===== config.mk =====
export PLATFORM = sky130hd
export DESIGN_NAME = bbsc_top
export DESIGN_NICKNAME = d
export VERILOG_FILES = /design/src/verilog/bbsc_pkg.sv /design/src/verilog/bbsc_top.sv /design/src/verilog/bbsc_fifo.sv
export VERILOG_INCLUDE_DIRS = /design/src /design/src/verilog
export SDC_FILE = /design/constraint.sdc
export NUM_CORES = 1
export LEC_CHECK = 0
export ABC_CLOCK_PERIOD_IN_PS = 5600
export BUFFER_PORTS_ARGS = -buffer_cell sky130_fd_sc_hd__buf_2
export CORE_AREA = 5 5 274 142
export CTS_CLUSTER_SIZE = 25
export DETAILED_ROUTE_END_ITERATION = 12
export DIE_AREA = 0 0 279 147
export MAX_ROUTING_LAYER = met4
export SLEW_MARGIN = 20
export SYNTH_ARGS = -nofsm -noshare
export SYNTH_HDL_FRONTEND = slang
export SYNTH_SLANG_ARGS = --single-unit

===== constraint.sdc =====
create_clock -name clk_in -period 5.6 [get_ports clk_in]
set_input_delay 1.12 -clock clk_in [delete_from_list [all_inputs] [get_ports clk_in]]
set_output_delay 1.12 -clock clk_in [all_outputs]
set_load 0.02 [all_outputs]

===== src/verilog/bbsc_regs.svh =====
`ifndef BBSC_REGS_SVH
`define BBSC_REGS_SVH
// register indices
`define BBSC_IDX_SYNC_CONTROL 8'h03
`define BBSC_IDX_HSYNC_POSITION 8'h04
`define BBSC_IDX_POWER_MANAGEMENT 8'h05
`define BBSC_IDX_DAC_OPERATION 8'h06
// sync_control fields
`define BBSC_SC_DELAY_BYPASS 7
`define BBSC_SC_COMBINED_INVERT 6
`define BBSC_SC_FRAME_INVERT 5
`define BBSC_SC_LINE_INVERT 4
`define BBSC_SC_FRAME_DRIVE_HI 3
`define BBSC_SC_FRAME_DRIVE_LO 2
`define BBSC_SC_LINE_DRIVE_HI 1
`define BBSC_SC_LINE_DRIVE_LO 0
// power_management and dac_operation fields
`define BBSC_PM_SYNC_CLOCK_GATE 5
`define BBSC_DO_SYNC_ON_GREEN 3
// reset values
`define BBSC_RST_SYNC_CONTROL 8'h00
`define BBSC_RST_HSYNC_POSITION 8'h00
`define BBSC_RST_POWER_MANAGEMENT 8'h00
`define BBSC_RST_DAC_OPERATION 8'h00
// timing counts in pixel (load clock) periods
`define BBSC_FRAME_END_COUNT 12'h7FF
`define BBSC_PIPE_LATENCY 4
`define BBSC_MAX_POSITION 15
`endif


===== src/verilog/bbsc_pkg.sv =====
package bbsc_pkg;
    // source routed to the DACs
    typedef enum logic [1:0] {
        BBSC_SRC_ZERO = 2'b00,
        BBSC_SRC_BORDER = 2'b01,
        BBSC_SRC_PIXEL = 2'b11,
        BBSC_SRC_CURSOR = 2'b10
    } bbsc_src_t;
    // drive selection for a sync output
    typedef enum logic [1:0] {
        BBSC_DRV_NORMAL = 2'b00,
        BBSC_DRV_LOW = 2'b01,
        BBSC_DRV_HIGH = 2'b10,
        BBSC_DRV_HIZ = 2'b11
    } bbsc_drive_t;
endpackage


===== src/verilog/bbsc_top.sv =====
`timescale 1ns/1ps
`include "bbsc_regs.svh"
// Summary of operation
// [RULE1] blank low forces zeroes onto DACs
// [RULE2] active pixels routed, cursor overrides pixel
// [RULE3] blanking counts 2048 pixels, flags frame end
// [RULE4] frame end feeds cursor and signature logic; here frame_end only drives frame_end_out
// [RULE5] controller keeps border low during blank
// [RULE6] border low outside blank shows border colour
// [RULE7] cursor area needs blank and border high
// [RULE8] signature accumulates whenever blank is high
// [RULE9] border changes only whole lines or edges
// [RULE10] bypass bit passes line sync straight through
// [RULE11] otherwise line sync latched, pipeline delayed
// [RULE12] sync on green forces line sync passthrough
// [RULE13] frame sync passes unlatched, no delay
// [RULE14] combined sync latched, delayed onto green
// [RULE15] position adds 0 to 15 pixel delays
// [RULE16] position applies to the active delayed path
// [RULE17] combined sync invert before green injection
// [RULE18] line and frame sync invert bits
// [RULE19] drive fields force low, high or hiz
// [RULE20] sync clock gate stops delay circuits
// [RULE21] partition supplies upper index bits
// [RULE22] low bit fill per fill select
// [RULE23] sync delay equals pixel pipeline latency
module bbsc_top (
    input wire logic clk_in,
    input wire logic arst_n_in,
    // load clock and video controls from the controller
    input wire logic load_clock_in,
    input wire logic blank_n_in,
    input wire logic border_n_in,
    input wire logic line_sync_in,
    input wire logic frame_or_combined_sync_in,
    // pixel stream, already formatted as 24-bit colour
    input wire logic [23:0] pixel_in,
    input wire logic [23:0] border_colour_in,
    input wire logic cursor_show_in,
    input wire logic [23:0] cursor_colour_in,
    // pixel format inputs
    input wire logic [1:0] bits_per_pixel_in,
    input wire logic contig_format_in,
    input wire logic [3:0] palette_partition_in,
    input wire logic low_bit_fill_sel_in,
    // register port
    input wire logic [7:0] reg_index_in,
    input wire logic [7:0] reg_wdata_in,
    input wire logic reg_write_in,
    output logic [7:0] reg_rdata_out,
    // DAC side
    output logic [23:0] dac_data_out,
    output logic dac_sync_on_green_out,
    output logic [7:0] palette_index_hi_out,
    output logic [7:0] fill_bits_out,
    output logic line_sync_out,
    output logic line_sync_oe_out,
    output logic frame_sync_out,
    output logic frame_sync_oe_out,
    output logic frame_end_out,
    output logic cursor_area_out,
    output logic signature_en_out,
    output logic data_stall_out
);
    import bbsc_pkg::*;

    logic [1:0] rst_sync;
    logic rst_n;
    logic [2:0] load_clock_sync;
    logic pix_en;
    logic [1:0] blank_sync;
    logic [1:0] border_sync;
    logic [1:0] hs_sync;
    logic [1:0] vcs_sync;
    logic blank_n;
    logic border_n;
    logic hs_latched;
    logic cs_latched;
    logic [11:0] blank_count;
    logic frame_end;
    logic [7:0] sync_control;
    logic [7:0] hsync_position;
    logic [7:0] power_management;
    logic [7:0] dac_operation;
    logic [`BBSC_PIPE_LATENCY+`BBSC_MAX_POSITION:0] hs_pipe;
    logic [`BBSC_PIPE_LATENCY+`BBSC_MAX_POSITION:0] cs_pipe;
    logic sync_on_green_en;
    logic bypass;
    logic gate;
    logic [3:0] position;
    logic hs_delayed;
    logic cs_delayed;
    logic hs_sel;
    logic vs_sel;
    bbsc_src_t src;
    logic [23:0] next_dac;
    logic fifo_wr_ready;
    logic [23:0] fifo_data;
    logic fifo_valid;

    // reset release through two flops
    always_ff @(posedge clk_in or negedge arst_n_in) begin
        if (!arst_n_in) begin
            rst_sync <= 2'h0;
        end else begin
            rst_sync <= {rst_sync[0], 1'b1};
        end
    end
    assign rst_n = rst_sync[1];

    // pins are asynchronous to clk_in, two flops each, three for the load clock
    always_ff @(posedge clk_in or negedge rst_n) begin
        if (!rst_n) begin
            load_clock_sync <= 3'h0;
            blank_sync <= 2'h0;
            border_sync <= 2'h0;
            hs_sync <= 2'h0;
            vcs_sync <= 2'h0;
        end else begin
            load_clock_sync <= {load_clock_sync[1:0], load_clock_in};
            blank_sync <= {blank_sync[0], blank_n_in};
            border_sync <= {border_sync[0], border_n_in};
            hs_sync <= {hs_sync[0], line_sync_in};
            vcs_sync <= {vcs_sync[0], frame_or_combined_sync_in};
        end
    end
    // rising load clock edge seen on synchronised copies only
    assign pix_en = load_clock_sync[1] && !load_clock_sync[2];

    // controls latched on the load clock rising edge
    always_ff @(posedge clk_in or negedge rst_n) begin
        if (!rst_n) begin
            blank_n <= 1'b0;
            border_n <= 1'b0;
            hs_latched <= 1'b0;
            cs_latched <= 1'b0;
        end else if (pix_en) begin
            blank_n <= blank_sync[1]; // RULE1
            border_n <= border_sync[1]; // RULE5
            hs_latched <= hs_sync[1]; // RULE11
            cs_latched <= vcs_sync[1]; // RULE14
        end
    end

    // registers; unknown indices are ignored on write, read as zero
    always_ff @(posedge clk_in or negedge rst_n) begin
        if (!rst_n) begin
            sync_control <= `BBSC_RST_SYNC_CONTROL;
            hsync_position <= `BBSC_RST_HSYNC_POSITION;
            power_management <= `BBSC_RST_POWER_MANAGEMENT;
            dac_operation <= `BBSC_RST_DAC_OPERATION;
        end else if (reg_write_in) begin
            case (reg_index_in)
                `BBSC_IDX_SYNC_CONTROL: sync_control <= reg_wdata_in;
                `BBSC_IDX_HSYNC_POSITION: hsync_position <= reg_wdata_in;
                `BBSC_IDX_POWER_MANAGEMENT: power_management <= reg_wdata_in;
                `BBSC_IDX_DAC_OPERATION: dac_operation <= reg_wdata_in;
                default: ;
            endcase
        end
    end

    always_ff @(posedge clk_in or negedge rst_n) begin
        if (!rst_n) begin
            reg_rdata_out <= 8'h00;
        end else begin
            case (reg_index_in)
                `BBSC_IDX_SYNC_CONTROL: reg_rdata_out <= sync_control;
                `BBSC_IDX_HSYNC_POSITION: reg_rdata_out <= hsync_position;
                `BBSC_IDX_POWER_MANAGEMENT: reg_rdata_out <= power_management;
                `BBSC_IDX_DAC_OPERATION: reg_rdata_out <= dac_operation;
                default: reg_rdata_out <= 8'h00;
            endcase
        end
    end

    assign sync_on_green_en = dac_operation[`BBSC_DO_SYNC_ON_GREEN];
    assign bypass = sync_control[`BBSC_SC_DELAY_BYPASS];
    assign gate = power_management[`BBSC_PM_SYNC_CLOCK_GATE];
    assign position = hsync_position[3:0]; // RULE15

    // blanking pixel counter saturates, flag held until blank lifts
    always_ff @(posedge clk_in or negedge rst_n) begin
        if (!rst_n) begin
            blank_count <= 12'h000;
            frame_end <= 1'b0;
        end else if (pix_en) begin
            if (blank_sync[1]) begin
                blank_count <= 12'h000;
                frame_end <= 1'b0;
            end else if (blank_count >= `BBSC_FRAME_END_COUNT) begin
                frame_end <= 1'b1; // RULE3
            end else begin
                blank_count <= blank_count + 12'h001;
            end
        end
    end

    // sync delay lines; gating freezes them to save power
    always_ff @(posedge clk_in or negedge rst_n) begin
        if (!rst_n) begin
            hs_pipe <= '0;
            cs_pipe <= '0;
        end else if (pix_en && !gate) begin // RULE20
            hs_pipe <= {hs_pipe[$high(hs_pipe)-1:0], hs_latched}; // RULE23
            cs_pipe <= {cs_pipe[$high(cs_pipe)-1:0], cs_latched};
        end
    end
    // tap = fixed latency plus position
    assign hs_delayed = hs_pipe[`BBSC_PIPE_LATENCY - 1 + position]; // RULE16
    assign cs_delayed = cs_pipe[`BBSC_PIPE_LATENCY - 1 + position]; // RULE16

    // line sync: direct pin on bypass or sync on green, else delayed
    always_comb begin
        if (bypass || sync_on_green_en) begin
            hs_sel = hs_sync[1]; // RULE10 RULE12
        end else begin
            hs_sel = hs_delayed; // RULE11
        end
        hs_sel = hs_sel ^ sync_control[`BBSC_SC_LINE_INVERT]; // RULE18
        vs_sel = vcs_sync[1] ^ sync_control[`BBSC_SC_FRAME_INVERT]; // RULE13 RULE18
    end

    // drive selection per output
    function automatic logic [1:0] drive(input logic [1:0] sel, input logic level);
        bbsc_drive_t d;
        d = bbsc_drive_t'(sel);
        unique case (d)
            BBSC_DRV_NORMAL: drive = {level, 1'b1};
            BBSC_DRV_LOW: drive = 2'b01;
            BBSC_DRV_HIGH: drive = 2'b11;
            BBSC_DRV_HIZ: drive = 2'b00;
        endcase
    endfunction

    always_ff @(posedge clk_in or negedge rst_n) begin
        if (!rst_n) begin
            line_sync_out <= 1'b0;
            line_sync_oe_out <= 1'b0;
            frame_sync_out <= 1'b0;
            frame_sync_oe_out <= 1'b0;
            dac_sync_on_green_out <= 1'b0;
        end else begin
            {line_sync_out, line_sync_oe_out} <= drive(sync_control[1:0], hs_sel); // RULE19
            {frame_sync_out, frame_sync_oe_out} <= drive(sync_control[3:2], vs_sel); // RULE19
            dac_sync_on_green_out <= sync_on_green_en && (cs_delayed ^ sync_control[`BBSC_SC_COMBINED_INVERT]); // RULE14 RULE17
        end
    end

    // source select: blank wins, then border, then cursor over pixel
    always_comb begin
        if (!blank_n) begin
            src = BBSC_SRC_ZERO; // RULE1
        end else if (!border_n) begin
            src = BBSC_SRC_BORDER; // RULE6
        end else if (cursor_show_in) begin
            src = BBSC_SRC_CURSOR; // RULE2
        end else begin
            src = BBSC_SRC_PIXEL; // RULE2
        end
        unique case (src)
            BBSC_SRC_ZERO: next_dac = 24'h000000;
            BBSC_SRC_BORDER: next_dac = border_colour_in;
            BBSC_SRC_CURSOR: next_dac = cursor_colour_in;
            BBSC_SRC_PIXEL: next_dac = fifo_valid ? fifo_data : 24'h000000;
        endcase
    end

    // pixel buffer; only active pixels go in, so border lines cannot overfill it
    bbsc_fifo #(.WIDTH(24), .DEPTH(8)) u_fifo (
        .clk_in(clk_in),
        .rst_n_in(rst_n),
        .wr_data_in(pixel_in),
        .wr_valid_in(pix_en && blank_sync[1] && border_sync[1]), // RULE2
        .wr_ready_out(fifo_wr_ready),
        .rd_data_out(fifo_data),
        .rd_valid_out(fifo_valid),
        .rd_ready_in(pix_en && blank_n && border_n)
    );

    // DAC data and status flags
    always_ff @(posedge clk_in or negedge rst_n) begin
        if (!rst_n) begin
            dac_data_out <= 24'h000000;
            frame_end_out <= 1'b0;
            cursor_area_out <= 1'b0;
            signature_en_out <= 1'b0;
            data_stall_out <= 1'b0;
            palette_index_hi_out <= 8'h00;
            fill_bits_out <= 8'h00;
        end else begin
            if (pix_en) begin
                dac_data_out <= next_dac;
            end
            frame_end_out <= frame_end; // RULE4
            cursor_area_out <= blank_n && border_n; // RULE7
            signature_en_out <= blank_n; // RULE8
            data_stall_out <= !fifo_wr_ready;
            // 4 bpp or contiguous 15/16 take partition as upper bits
            if (bits_per_pixel_in == 2'b00 || (bits_per_pixel_in == 2'b10 && contig_format_in)) begin
                palette_index_hi_out <= {palette_partition_in, 4'h0}; // RULE21
            end else begin
                palette_index_hi_out <= 8'h00;
            end
            // fill low bits: linear replicates ones outside contiguous format, zero fill gives zeros
            fill_bits_out <= (low_bit_fill_sel_in && !contig_format_in) ? 8'hFF : 8'h00; // RULE22
        end
    end
endmodule


===== src/verilog/bbsc_fifo.sv =====
`timescale 1ns/1ps
module bbsc_fifo #(
    parameter int WIDTH = 24,
    parameter int DEPTH = 8
) (
    input wire logic clk_in,
    input wire logic rst_n_in,
    input wire logic [WIDTH-1:0] wr_data_in,
    input wire logic wr_valid_in,
    output logic wr_ready_out,
    output logic [WIDTH-1:0] rd_data_out,
    output logic rd_valid_out,
    input wire logic rd_ready_in
);
    localparam int AW = $clog2(DEPTH);
    logic [WIDTH-1:0] mem [DEPTH];
    logic [AW-1:0] wr_ptr;
    logic [AW-1:0] rd_ptr;
    logic [AW:0] count;
    logic do_wr;
    logic do_rd;

    assign wr_ready_out = (count != (AW+1)'(DEPTH));
    assign rd_valid_out = (count != '0);
    assign rd_data_out = mem[rd_ptr];
    assign do_wr = wr_valid_in && wr_ready_out;
    assign do_rd = rd_valid_out && rd_ready_in;

    // storage has no reset; only the pointers matter
    always_ff @(posedge clk_in) begin
        if (do_wr) begin
            mem[wr_ptr] <= wr_data_in;
        end
    end

    // pointers wrap, depth is a power of two
    always_ff @(posedge clk_in or negedge rst_n_in) begin
        if (!rst_n_in) begin
            wr_ptr <= '0;
            rd_ptr <= '0;
            count <= '0;
        end else begin
            if (do_wr) begin
                wr_ptr <= wr_ptr + AW'(1);
            end
            if (do_rd) begin
                rd_ptr <= rd_ptr + AW'(1);
            end
            if (do_wr && !do_rd) begin
                count <= count + (AW+1)'(1);
            end else if (do_rd && !do_wr) begin
                count <= count - (AW+1)'(1);
            end
        end
    end
endmodule


==> run_results.csv, run 1 <==
group,metric,value,unit
drt,routed_wl,31.65,mm
clock_network,cts_resized,0,
drt,wl_per_cell,20.54,um
clock_network,cts-root-buf,"clkbuf_16",
critical_path,cp_slowest_cell,"ha_1",
power,combPwrFrac,0.199,
global_routing,grt_pass1_wl,49.34,mm
logic_synthesis,ys_seq_area_frac,0.6797,
drt,vias,8093,
logic_synthesis,netlist_area,14300,um2
sta,setup_viol,0,
clock_network,clockBufferDepth,3,
global_routing,grt_pass1_vias,8208,
final_layout,fin_cells,1541,
floorplan,die_area,41010,um2
power,p_int,4.968,mW
placement,dp_hpwl,21.32,mm
power,leakage,6.575,nW
clock_network,post-cts-setup-buffers,0,
floorplan,start_util,0.3914,
critical_path,cp.arrival,3.79,ns
final_layout,final_util,0.4580,
clock_network,hold_buffers,0,
clock_network,path_clk_slew,0.06,ns
logic_synthesis,synth_top_area_frac,0.4032,
global_routing,overflow,0,
final_layout,n_antenna_cell,0,
critical_path,crit_fanout,19,
placement,dp_slack,2.206,ns
drt,drtPass1Iterations,7,
logic_synthesis,yosysWarnings,0,
run,maxCapViolations,0,
final_layout,drive_above_1_share,0.3897,
global_routing,grt_start_max_net_pins,71,
power,peakVddDrop,0.0001676,V
sta,drv_slew,0,
logic_synthesis,yosys_most_used_dff,"edfxtp_1",
sta,fin_crit_sh,0.6038,
power,switching_share,0.2713,
floorplan,rows,50,
clock_network,clock_latency,0.53,ns
logic_synthesis,yosysTopAreaCell,"edfxtp_1",
drt,via_per_inst,5.252,
power,p_clk_frac,0.336,
sta,worstMarginPinSlew,1.054,ns
sta,max_freq,0.2957,GHz
critical_path,worstSetupEndpointType,"flop",
min_path,worst_hold_path_type,"flop to flop",
placement,io_buffers,157,
logic_synthesis,synthCells,863,
critical_path,slowest_delay,0.91,ns
floorplan,top_level_ports,162,
global_routing,grt_usage,0.1582,
clock_network,clkSinkCount,350,
final_layout,area_delta_synth_final,17.01,%
power,p_seq_frac,0.465,
global_routing,antenna_found_initial,0,
critical_path,path_cells,"inv_2, ha_1, mux2_2, a22oi_1, o221ai_1, o32ai_2, xnor2_1, o21ba_1",
floorplan,fp.dieH,147,um
sta,setup_tns,0,ns
power,p_sw,1.850,mW
logic_synthesis,synth_edf_count,192,
critical_path,worstSetupStartpointType,"flop",
power,powerDensity,407.5,nW/um2
logic_synthesis,synth_most_common_cell,"edfxtp_1",
floorplan,die_w,279,um
sta,period_minus_slack,3.381,ns
critical_path,cp_data_required_time,6.01,ns
sta,fin_ws,2.219,ns
logic_synthesis,syn_avg_cell_area,16.57,um2
final_layout,final_nets,1135,
sta,slew_headroom,0.2944,
sta,rsz0062_at_grt,"no",
sta,clock-skew-final,0.02033,ns
clock_network,cts_buffers,34,
drt,drt_first_iter_violations,787,
drt,detail-route-antenna-nets,0,
logic_synthesis,ys_ff_latch,350,
floorplan,core_region_area,36540,um2
outcome,status,"finished clean",
drt,drc_errors,0,
logic_synthesis,ys_types,58,
logic_synthesis,synthTopCellsByArea,"edfxtp_1, dfrtp_1, mux2_2",
logic_synthesis,synthTopCellsByCount,"edfxtp_1, dfrtp_1, mux2_2",
sta,hold_viol,0,
critical_path,crit_type,"flop to flop",
power,p_total,6.818,mW
placement,place_inst,1478,
logic_synthesis,ys_async_sr_fraction,0.4514,
clock_network,htree_levels,2,
placement,routabilityCongestion,0.8625,
clock_network,cts_tree,"yes",
-- metrics by stage --
stage / hold slack, ns / area, um2
floorplan: 0.3312 / 14310
global placement: 0.3337 / 15560
detailed placement: 0.3371 / 15560
CTS: 0.3510 / 16680
global route: 0.3531 / 16730
finish: 0.3477 / 16730
-- state kept, by name, summed over array words and instances (netlist names), 3 cells and up --
register,count
u_fifo.rd_ptr,3
hsync_position,8
sync_control,8
load_clock_sync,3
reg_rdata_out,8
power_management,8
u_fifo.mem,192
blank_count,12
dac_operation,8
cs_pipe,20
u_fifo.wr_ptr,3
palette_index_hi_out,4
u_fifo.count,4
dac_data_out,24
hs_pipe,20
-- worst max-delay path, delay by kind of cell, from the launching register on --
kind | cells | cell delay (ns)
multiplexers | 1 | 0.42
AO/OA/AOI/OAI | 4 | 0.84
adder cells (fa/ha/maj) | 1 | 0.91
buffers and inverters | 1 | 0.22
XOR/XNOR | 1 | 0.09
flip-flops | 1 | 0.78
-- metal layers --
layer  vias to the layer above  routed length, um  track usage
met1                      4179              16270       0.2509
met4                         0                532      0.03581
met3                        45               1961      0.03637
met5                         -                  0            -
met2                       223              12880       0.2051
li1                       3646                  -            -
-- cell families (layout without fill, tap and decap cells) --
logic type | after synthesis | after routing | synth area share
xor+xnor | 17 | 17 | 0.01041
buf+inv | 61 | 242 | 0.02319
compound gates | 112 | 112 | 0.05626
other cells | 2 | 5 | 0.0005252
simple gates | 142 | 142 | 0.04821
mux | 171 | 171 | 0.1742
flops | 350 | 350 | 0.6797
fa+ha+maj | 8 | 8 | 0.007524
-- cell usage in the layout (no fill, tap or decap), types with 9 or more instances in the layout --
cell | Yosys | routed
a222oi_1 | 24 | 24
a22oi_1 | 21 | 21
buf_2 | 5 | 157
buf_4 | 13 | 14
clkbuf_16 | 0 | 36
clkbuf_8 | 0 | 9
dfrtp_1 | 158 | 155
edfxtp_1 | 192 | 192
mux2_2 | 110 | 110
mux2i_1 | 10 | 10
mux4_2 | 50 | 50
nand2_1 | 58 | 58
nor2_1 | 27 | 20
nor2b_1 | 11 | 10
o21ai_0 | 29 | 29
o21ai_1 | 10 | 10
xor2_1 | 10 | 10
-- cell type report --
| class | instances | area (um2) |
|---|---|---|
| fill | 3189 | 19800 |
| sequential | 350 | 9728 |
| multi-input combinational | 455 | 4298 |
| clock buffer | 52 | 1051 |
| timing repair buffer | 173 | 938.4 |
| tap | 494 | 618.1 |
| clock inverter | 9 | 68.82 |
| inverter | 8 | 30.03 |
-- power by group through the flow --
stage / Combinational, mW / Clock [mW] / Sequential, mW
finish: 1.36 / 2.29 / 3.17
global route: 1.48 / 2.47 / 3.21
CTS: 1.29 / 2.36 / 3.24
detailed placement: 1.29 / 0 / 3.28
global placement: 1.27 / 0 / 3.29
floorplan: 1.02 / 0 / 3.17
-- final timing paths --
path | slack (ns) | cells after the start | startpoint | endpoint
setup / recovery | 2.22 | 8 | hsync_position[0] | line_sync_out
hold / removal | 0.35 | 0 | hs_sync[0] | hs_sync[1]
setup reg to reg | 2.22 | 8 | hsync_position[0] | line_sync_out
hold reg to reg | 0.35 | 0 | hs_sync[0] | hs_sync[1]
max in group asynchronous | 3.90 | 1 | rst_sync[1] | u_fifo.rd_ptr[0]
min in group asynchronous | 0.38 | 1 | arst_n_in | rst_sync[0]
No activity file was read; power rests on OpenSTA's default activity.
==> inputs of run 2 (changes only) <==
ABC_CLOCK_PERIOD_IN_PS = 3500   (was 5600)
clock period = 3.5 ns   (was 5.6 ns; I/O delays follow)
==> run_results.csv, run 2 (synthesized netlist as in run 1, its figures left out) <==
group,metric,value,unit
outcome,status,"finished clean",
placement,dp_slack,0.8282,ns
critical_path,path_cells,"inv_1, ha_1, mux2_2, a32oi_1, o221ai_1, o32ai_2, xnor2_1, o21ba_1",
clock_network,clock_latency,0.58,ns
sta,fin_crit_sh,0.7620,
sta,setup_viol,0,
drt,drt_first_iter_violations,776,
sta,max_freq,0.3749,GHz
placement,dp_hpwl,22.29,mm
clock_network,cts-root-buf,"clkbuf_16",
floorplan,die_area,41010,um2
global_routing,antenna_found_initial,2,
clock_network,clockBufferDepth,3,
floorplan,core_region_area,36540,um2
final_layout,final_nets,1144,
final_layout,regArea,9728,um2
final_layout,drive_above_1_share,0.3892,
drt,drc_errors,0,
clock_network,cts_tree,"yes",
sta,clock-skew-final,0.02641,ns
drt,wl_per_cell,21.04,um
global_routing,grt_pass1_vias,8223,
placement,io_buffers,157,
power,leakage,6.581,nW
final_layout,final_cell_mix,"edfxtp_1, buf_2, dfrtp_1",
drt,via_per_inst,5.334,
global_routing,overflow,0,
final_layout,multi_input_area,4305,um2
sta,rsz0062_at_grt,"no",
floorplan,start_util,0.3914,
sta,hold_viol,0,
global_routing,grt_start_max_net_pins,68,
power,powerDensity,640.0,nW/um2
drt,detail-route-antenna-nets,0,
sta,setup_tns,0,ns
final_layout,final_cell_area,16750,um2
placement,placed_cell_area,15720,um2
floorplan,die_w,279,um
clock_network,clkSinkCount,350,
critical_path,cp.arrival,3.14,ns
final_layout,area_delta_synth_final,17.15,%
global_routing,grt_usage,0.1634,
drt,vias,8273,
floorplan,top_level_ports,162,
sta,fin_ws,0.8329,ns
critical_path,cp_data_required_time,3.97,ns
clock_network,htree_levels,1,
final_layout,n_fill_cell,3183,
run,maxCapViolations,0,
critical_path,cp_top_family,"compound AO/OA/AOI/OAI gates",
sta,worstMarginPinSlew,0.9873,ns
floorplan,rows,50,
sta,drv_slew,0,
critical_path,crit_type,"flop to flop",
clock_network,cts_buffers,31,
critical_path,crit_fanout,14,
clock_network,path_clk_slew,0.07,ns
power,p_total,10.72,mW
sta,slew_headroom,0.3418,
sta,period_minus_slack,2.667,ns
critical_path,worstPathBufferInverterCount,1,
min_path,worst_hold_path_type,"input pin to flop",
drt,routed_wl,32.63,mm
power,peakVddDrop,0.0003772,V
global_routing,grt_pass1_wl,50.96,mm
placement,routabilityCongestion,0.8836,
final_layout,largest_reg_flops,192,
clock_network,cts_resized,0,
critical_path,cp_slowest_cell,"ha_1",
critical_path,worstSetupStartpointType,"flop",
final_layout,mostFrequentLayoutCell,"edfxtp_1",
final_layout,final_util,0.4585,
critical_path,slowest_delay,0.66,ns
final_layout,top_register,"u_fifo.mem",
floorplan,fp.dieH,147,um
drt,drtPass1Iterations,8,
final_layout,reg_top3,"u_fifo.mem: 192 flops, dac_data_out: 24 flops",
critical_path,worstSetupEndpointType,"flop",
## run 2: changes by cell type in the layout (fill, tap and decap cells not counted), moves of 2 or more
cell / change
buf_12: +3
buf_4: +9
bufinv_16: +2
clkbuf_1: +4
clkbuf_16: -4
clkbuf_8: -4
clkinv_1: +2
clkinv_2: -3
## run 2: area by class of cell
| class | count | share of cell area |
|---|---|---|
| inverter | 8 | 0.001793 |
| tap | 494 | 0.03690 |
| timing repair buffer | 185 | 0.06259 |
| antenna | 1 | 0.0001494 |
| clock buffer | 48 | 0.05437 |
| multi-input combinational | 455 | 0.2570 |
| clock inverter | 10 | 0.006498 |
| sequential | 350 | 0.5807 |
## run 2: through the flow
step,cells,hold slack [ns]
floorplan,866,0.3311
global placement,1491,0.3321
detailed placement,1491,0.3355
CTS,1550,0.1972
global route,1551,0.2076
finish,1551,0.2292
## run 2: routing by layer
metal | GRT usage | share of wire | vias up
met5 | - | 0 | -
met4 | 0.02939 | 0.018 | 0
met3 | 0.03271 | 0.072 | 50
met2 | 0.2123 | 0.41 | 273
met1 | 0.2650 | 0.50 | 4284
li1 | - | - | 3666
## run 2: path summary, 6_finish.rpt
path                       slack (ns)  cells after the start             endpoint         startpoint
setup / recovery                 0.83                      8        line_sync_out  hsync_position[1]
hold / removal                   0.23                      1           hs_sync[0]       line_sync_in
setup reg to reg                 0.83                      8        line_sync_out  hsync_position[1]
hold reg to reg                  0.35                      0          rst_sync[1]        rst_sync[0]
max in group asynchronous        2.04                      1      dac_data_out[6]        rst_sync[1]
min in group asynchronous        0.43                      0  power_management[6]        rst_sync[1]
## run 2: power breakdown
| part | leakage (nW) | switching, mW | internal [mW] | total [mW] |
|---|---|---|---|---|
| clock network | 0.487 | 1.50 | 1.94 | 3.44 |
| registers | 3.80 | 0.343 | 4.71 | 5.05 |
| logic | 2.29 | 1.06 | 1.18 | 2.23 |
| total | 6.58 | 2.90 | 7.82 | 10.7 |
## run 2: worst register-to-register path, cell delays in order (launching register included)
cell and delay (ns):
dfrtp_1 0.46, inv_1 0.14, ha_1 0.66, mux2_2 0.42, a32oi_1 0.23, o221ai_1 0.16, o32ai_2 0.24, xnor2_1 0.09
o21ba_1 0.17
## run 2: timing repair
item	in CTS	in global routing
hold buffers	1	0
hold endpoints to repair	2	0
buffers inserted	0	0
==> inputs of run 3 (changes only) <==
ABC_CLOCK_PERIOD_IN_PS = 2300   (was 3500)
clock period = 2.3 ns   (was 3.5 ns; I/O delays follow)
==> run_results.csv, run 3 (synthesized netlist as in run 1, its figures left out) <==
group,metric,value,unit
drt,highest_layer,"met4",
final_layout,area_delta_synth_final,22.22,%
final_layout,mostFrequentLayoutCell,"edfxtp_1",
clock_network,cts-root-buf,"clkbuf_16",
run,maxCapViolations,0,
global_routing,grt_pass1_wl,50.86,mm
final_layout,final_util,0.4784,
clock_network,path_clk_slew,0.07,ns
final_layout,final_cell_area,17480,um2
global_routing,antenna_found_initial,1,
global_routing,grt_usage,0.1641,
sta,rsz0062_at_grt,"yes",
final_layout,n_fill_cell,3136,
critical_path,worstSetupEndpointType,"flop",
critical_path,cp_data_required_time,2.68,ns
final_layout,multi_input_area,4425,um2
final_layout,drive_above_1_share,0.4308,
drt,detail-route-antenna-nets,0,
global_routing,overflow,0,
drt,routed_wl,32.94,mm
sta,fin_crit_sh,0.9716,
sta,clock-skew-final,0.03072,ns
sta,setup_tns,0,ns
sta,hold_viol,0,
global_routing,grt_pass1_vias,8396,
drt,drtPass1Iterations,6,
final_layout,regArea,9732,um2
floorplan,die_w,279,um
drt,drt_first_iter_violations,792,
drt,wl_met1,17.04,mm
drt,wl_per_cell,20.77,um
placement,dp_hpwl,21.91,mm
outcome,status,"finished clean",
final_layout,reg_top3,"u_fifo.mem: 192 flops, dac_data_out: 24 flops",
final_layout,largest_reg_flops,192,
drt,wl_met2,13.60,mm
sta,max_freq,0.4475,GHz
drt,drc_errors,0,
critical_path,cp.arrival,2.61,ns
sta,period_minus_slack,2.235,ns
floorplan,die_area,41010,um2
critical_path,crit_type,"flop to flop",
clock_network,clockBufferDepth,3,
placement,io_buffers,157,
final_layout,top_register,"u_fifo.mem",
power,leakage,6.905,nW
placement,place_inst,1520,
power,peakVddDrop,0.0004734,V
floorplan,top_level_ports,162,
sta,worstMarginPinSlew,0.7225,ns
final_layout,fin_cells,1586,
floorplan,fp.dieH,147,um
placement,routabilityCongestion,0.8195,
sta,drv_slew,0,
placement,placed_cell_area,16170,um2
final_layout,final_cell_mix,"edfxtp_1, buf_2, dfrtp_1",
clock_network,htree_levels,2,
sta,slew_headroom,0.5174,
final_layout,final_nets,1179,
floorplan,start_util,0.3914,
clock_network,clock_latency,0.53,ns
clock_network,cts_buffers,34,
power,powerDensity,988.5,nW/um2
clock_network,clkSinkCount,350,
floorplan,rows,50,
global_routing,grt_start_max_net_pins,83,
critical_path,worstSetupStartpointType,"flop",
drt,via_per_inst,5.201,
sta,whs,0.04793,ns
drt,vias,8248,
drt,route.met3.wl,1.735,mm
clock_network,cts_tree,"yes",
min_path,worst_hold_path_type,"input pin to flop",
sta,setup_viol,0,
floorplan,core_region_area,36540,um2
critical_path,crit_fanout,16,
run 3: cell count changes in the layout (fill, tap and decap cells not counted), moves of 3 or more:
cell | before | now
buf_4 | 23 | 39
buf_12 | 4 | 16
clkbuf_1 | 11 | 6
clkbuf_16 | 32 | 36
ha_1 | 7 | 3
clkinvlp_4 | 3 | 0
dfrtp_1 | 155 | 152
dfrtp_2 | 1 | 4
ha_4 | 0 | 3
run 3: what timing repair did:
action	in CTS	in global routing
buffers inserted	1	1
gates cloned	0	1
hold buffers	1	0
endpoints found under the setup margin	1	5
resized for setup	4	12
hold endpoints to repair	2	0
pin swaps	1	9
run 3: per-layer routing:
metal	global-route usage	vias up
met4	0.03384	0
met3	0.03367	45
met5	-	-
met1	0.2591	4240
li1	-	3740
met2	0.2186	223
run 3: per-stage QoR:
| step | setup WS (ns) | power [mW] |
|---|---|---|
| after floorplan | -0.01122 | 10.26 |
| after global placement | 0.02607 | 11.44 |
| after detailed placement | -0.01371 | 11.48 |
| after CTS | 0.002206 | 17.44 |
| after global routing | -0.04642 | 18.13 |
| final | 0.06524 | 17.28 |
run 3: cell type report:
type / count / share of cell area
inverter: 8 / 0.002148
multi-input combinational: 455 / 0.2532
clock inverter: 13 / 0.01052
antenna: 1 / 0.0001432
timing repair buffer: 217 / 0.08490
sequential: 350 / 0.5568
clock buffer: 48 / 0.05691
tap: 494 / 0.03536
run 3: worst paths after layout:
check,depth (start not counted),startpoint,endpoint,slack (ns)
worst min register to register,0,rst_sync[1],dac_operation[4],0.18
worst max-delay path,5,u_fifo.rd_ptr[0],dac_data_out[21],0.07
max in group asynchronous,1,rst_sync[1],u_fifo.rd_ptr[1],1.36
worst max register to register,5,u_fifo.rd_ptr[0],dac_data_out[21],0.07
worst min-delay path,1,line_sync_in,hs_sync[0],0.05
min in group asynchronous,0,rst_sync[1],dac_operation[4],0.18
run 3: power breakdown:
| group | internal [mW] | total [mW] | switching (mW) |
|---|---|---|---|
| Combinational | 2.03 | 3.76 | 1.73 |
| Clock | 3.48 | 5.84 | 2.36 |
| Sequential | 7.17 | 7.68 | 0.508 |
| Total | 12.7 | 17.3 | 4.59 |
run 3: worst max-delay path, stage by stage, from the launching register on:
cell and delay (ns):
dfrtp_4 0.53, buf_12 0.21, mux4_2 0.52, mux2_2 0.30
a222oi_1 0.37, o21ai_0 0.13
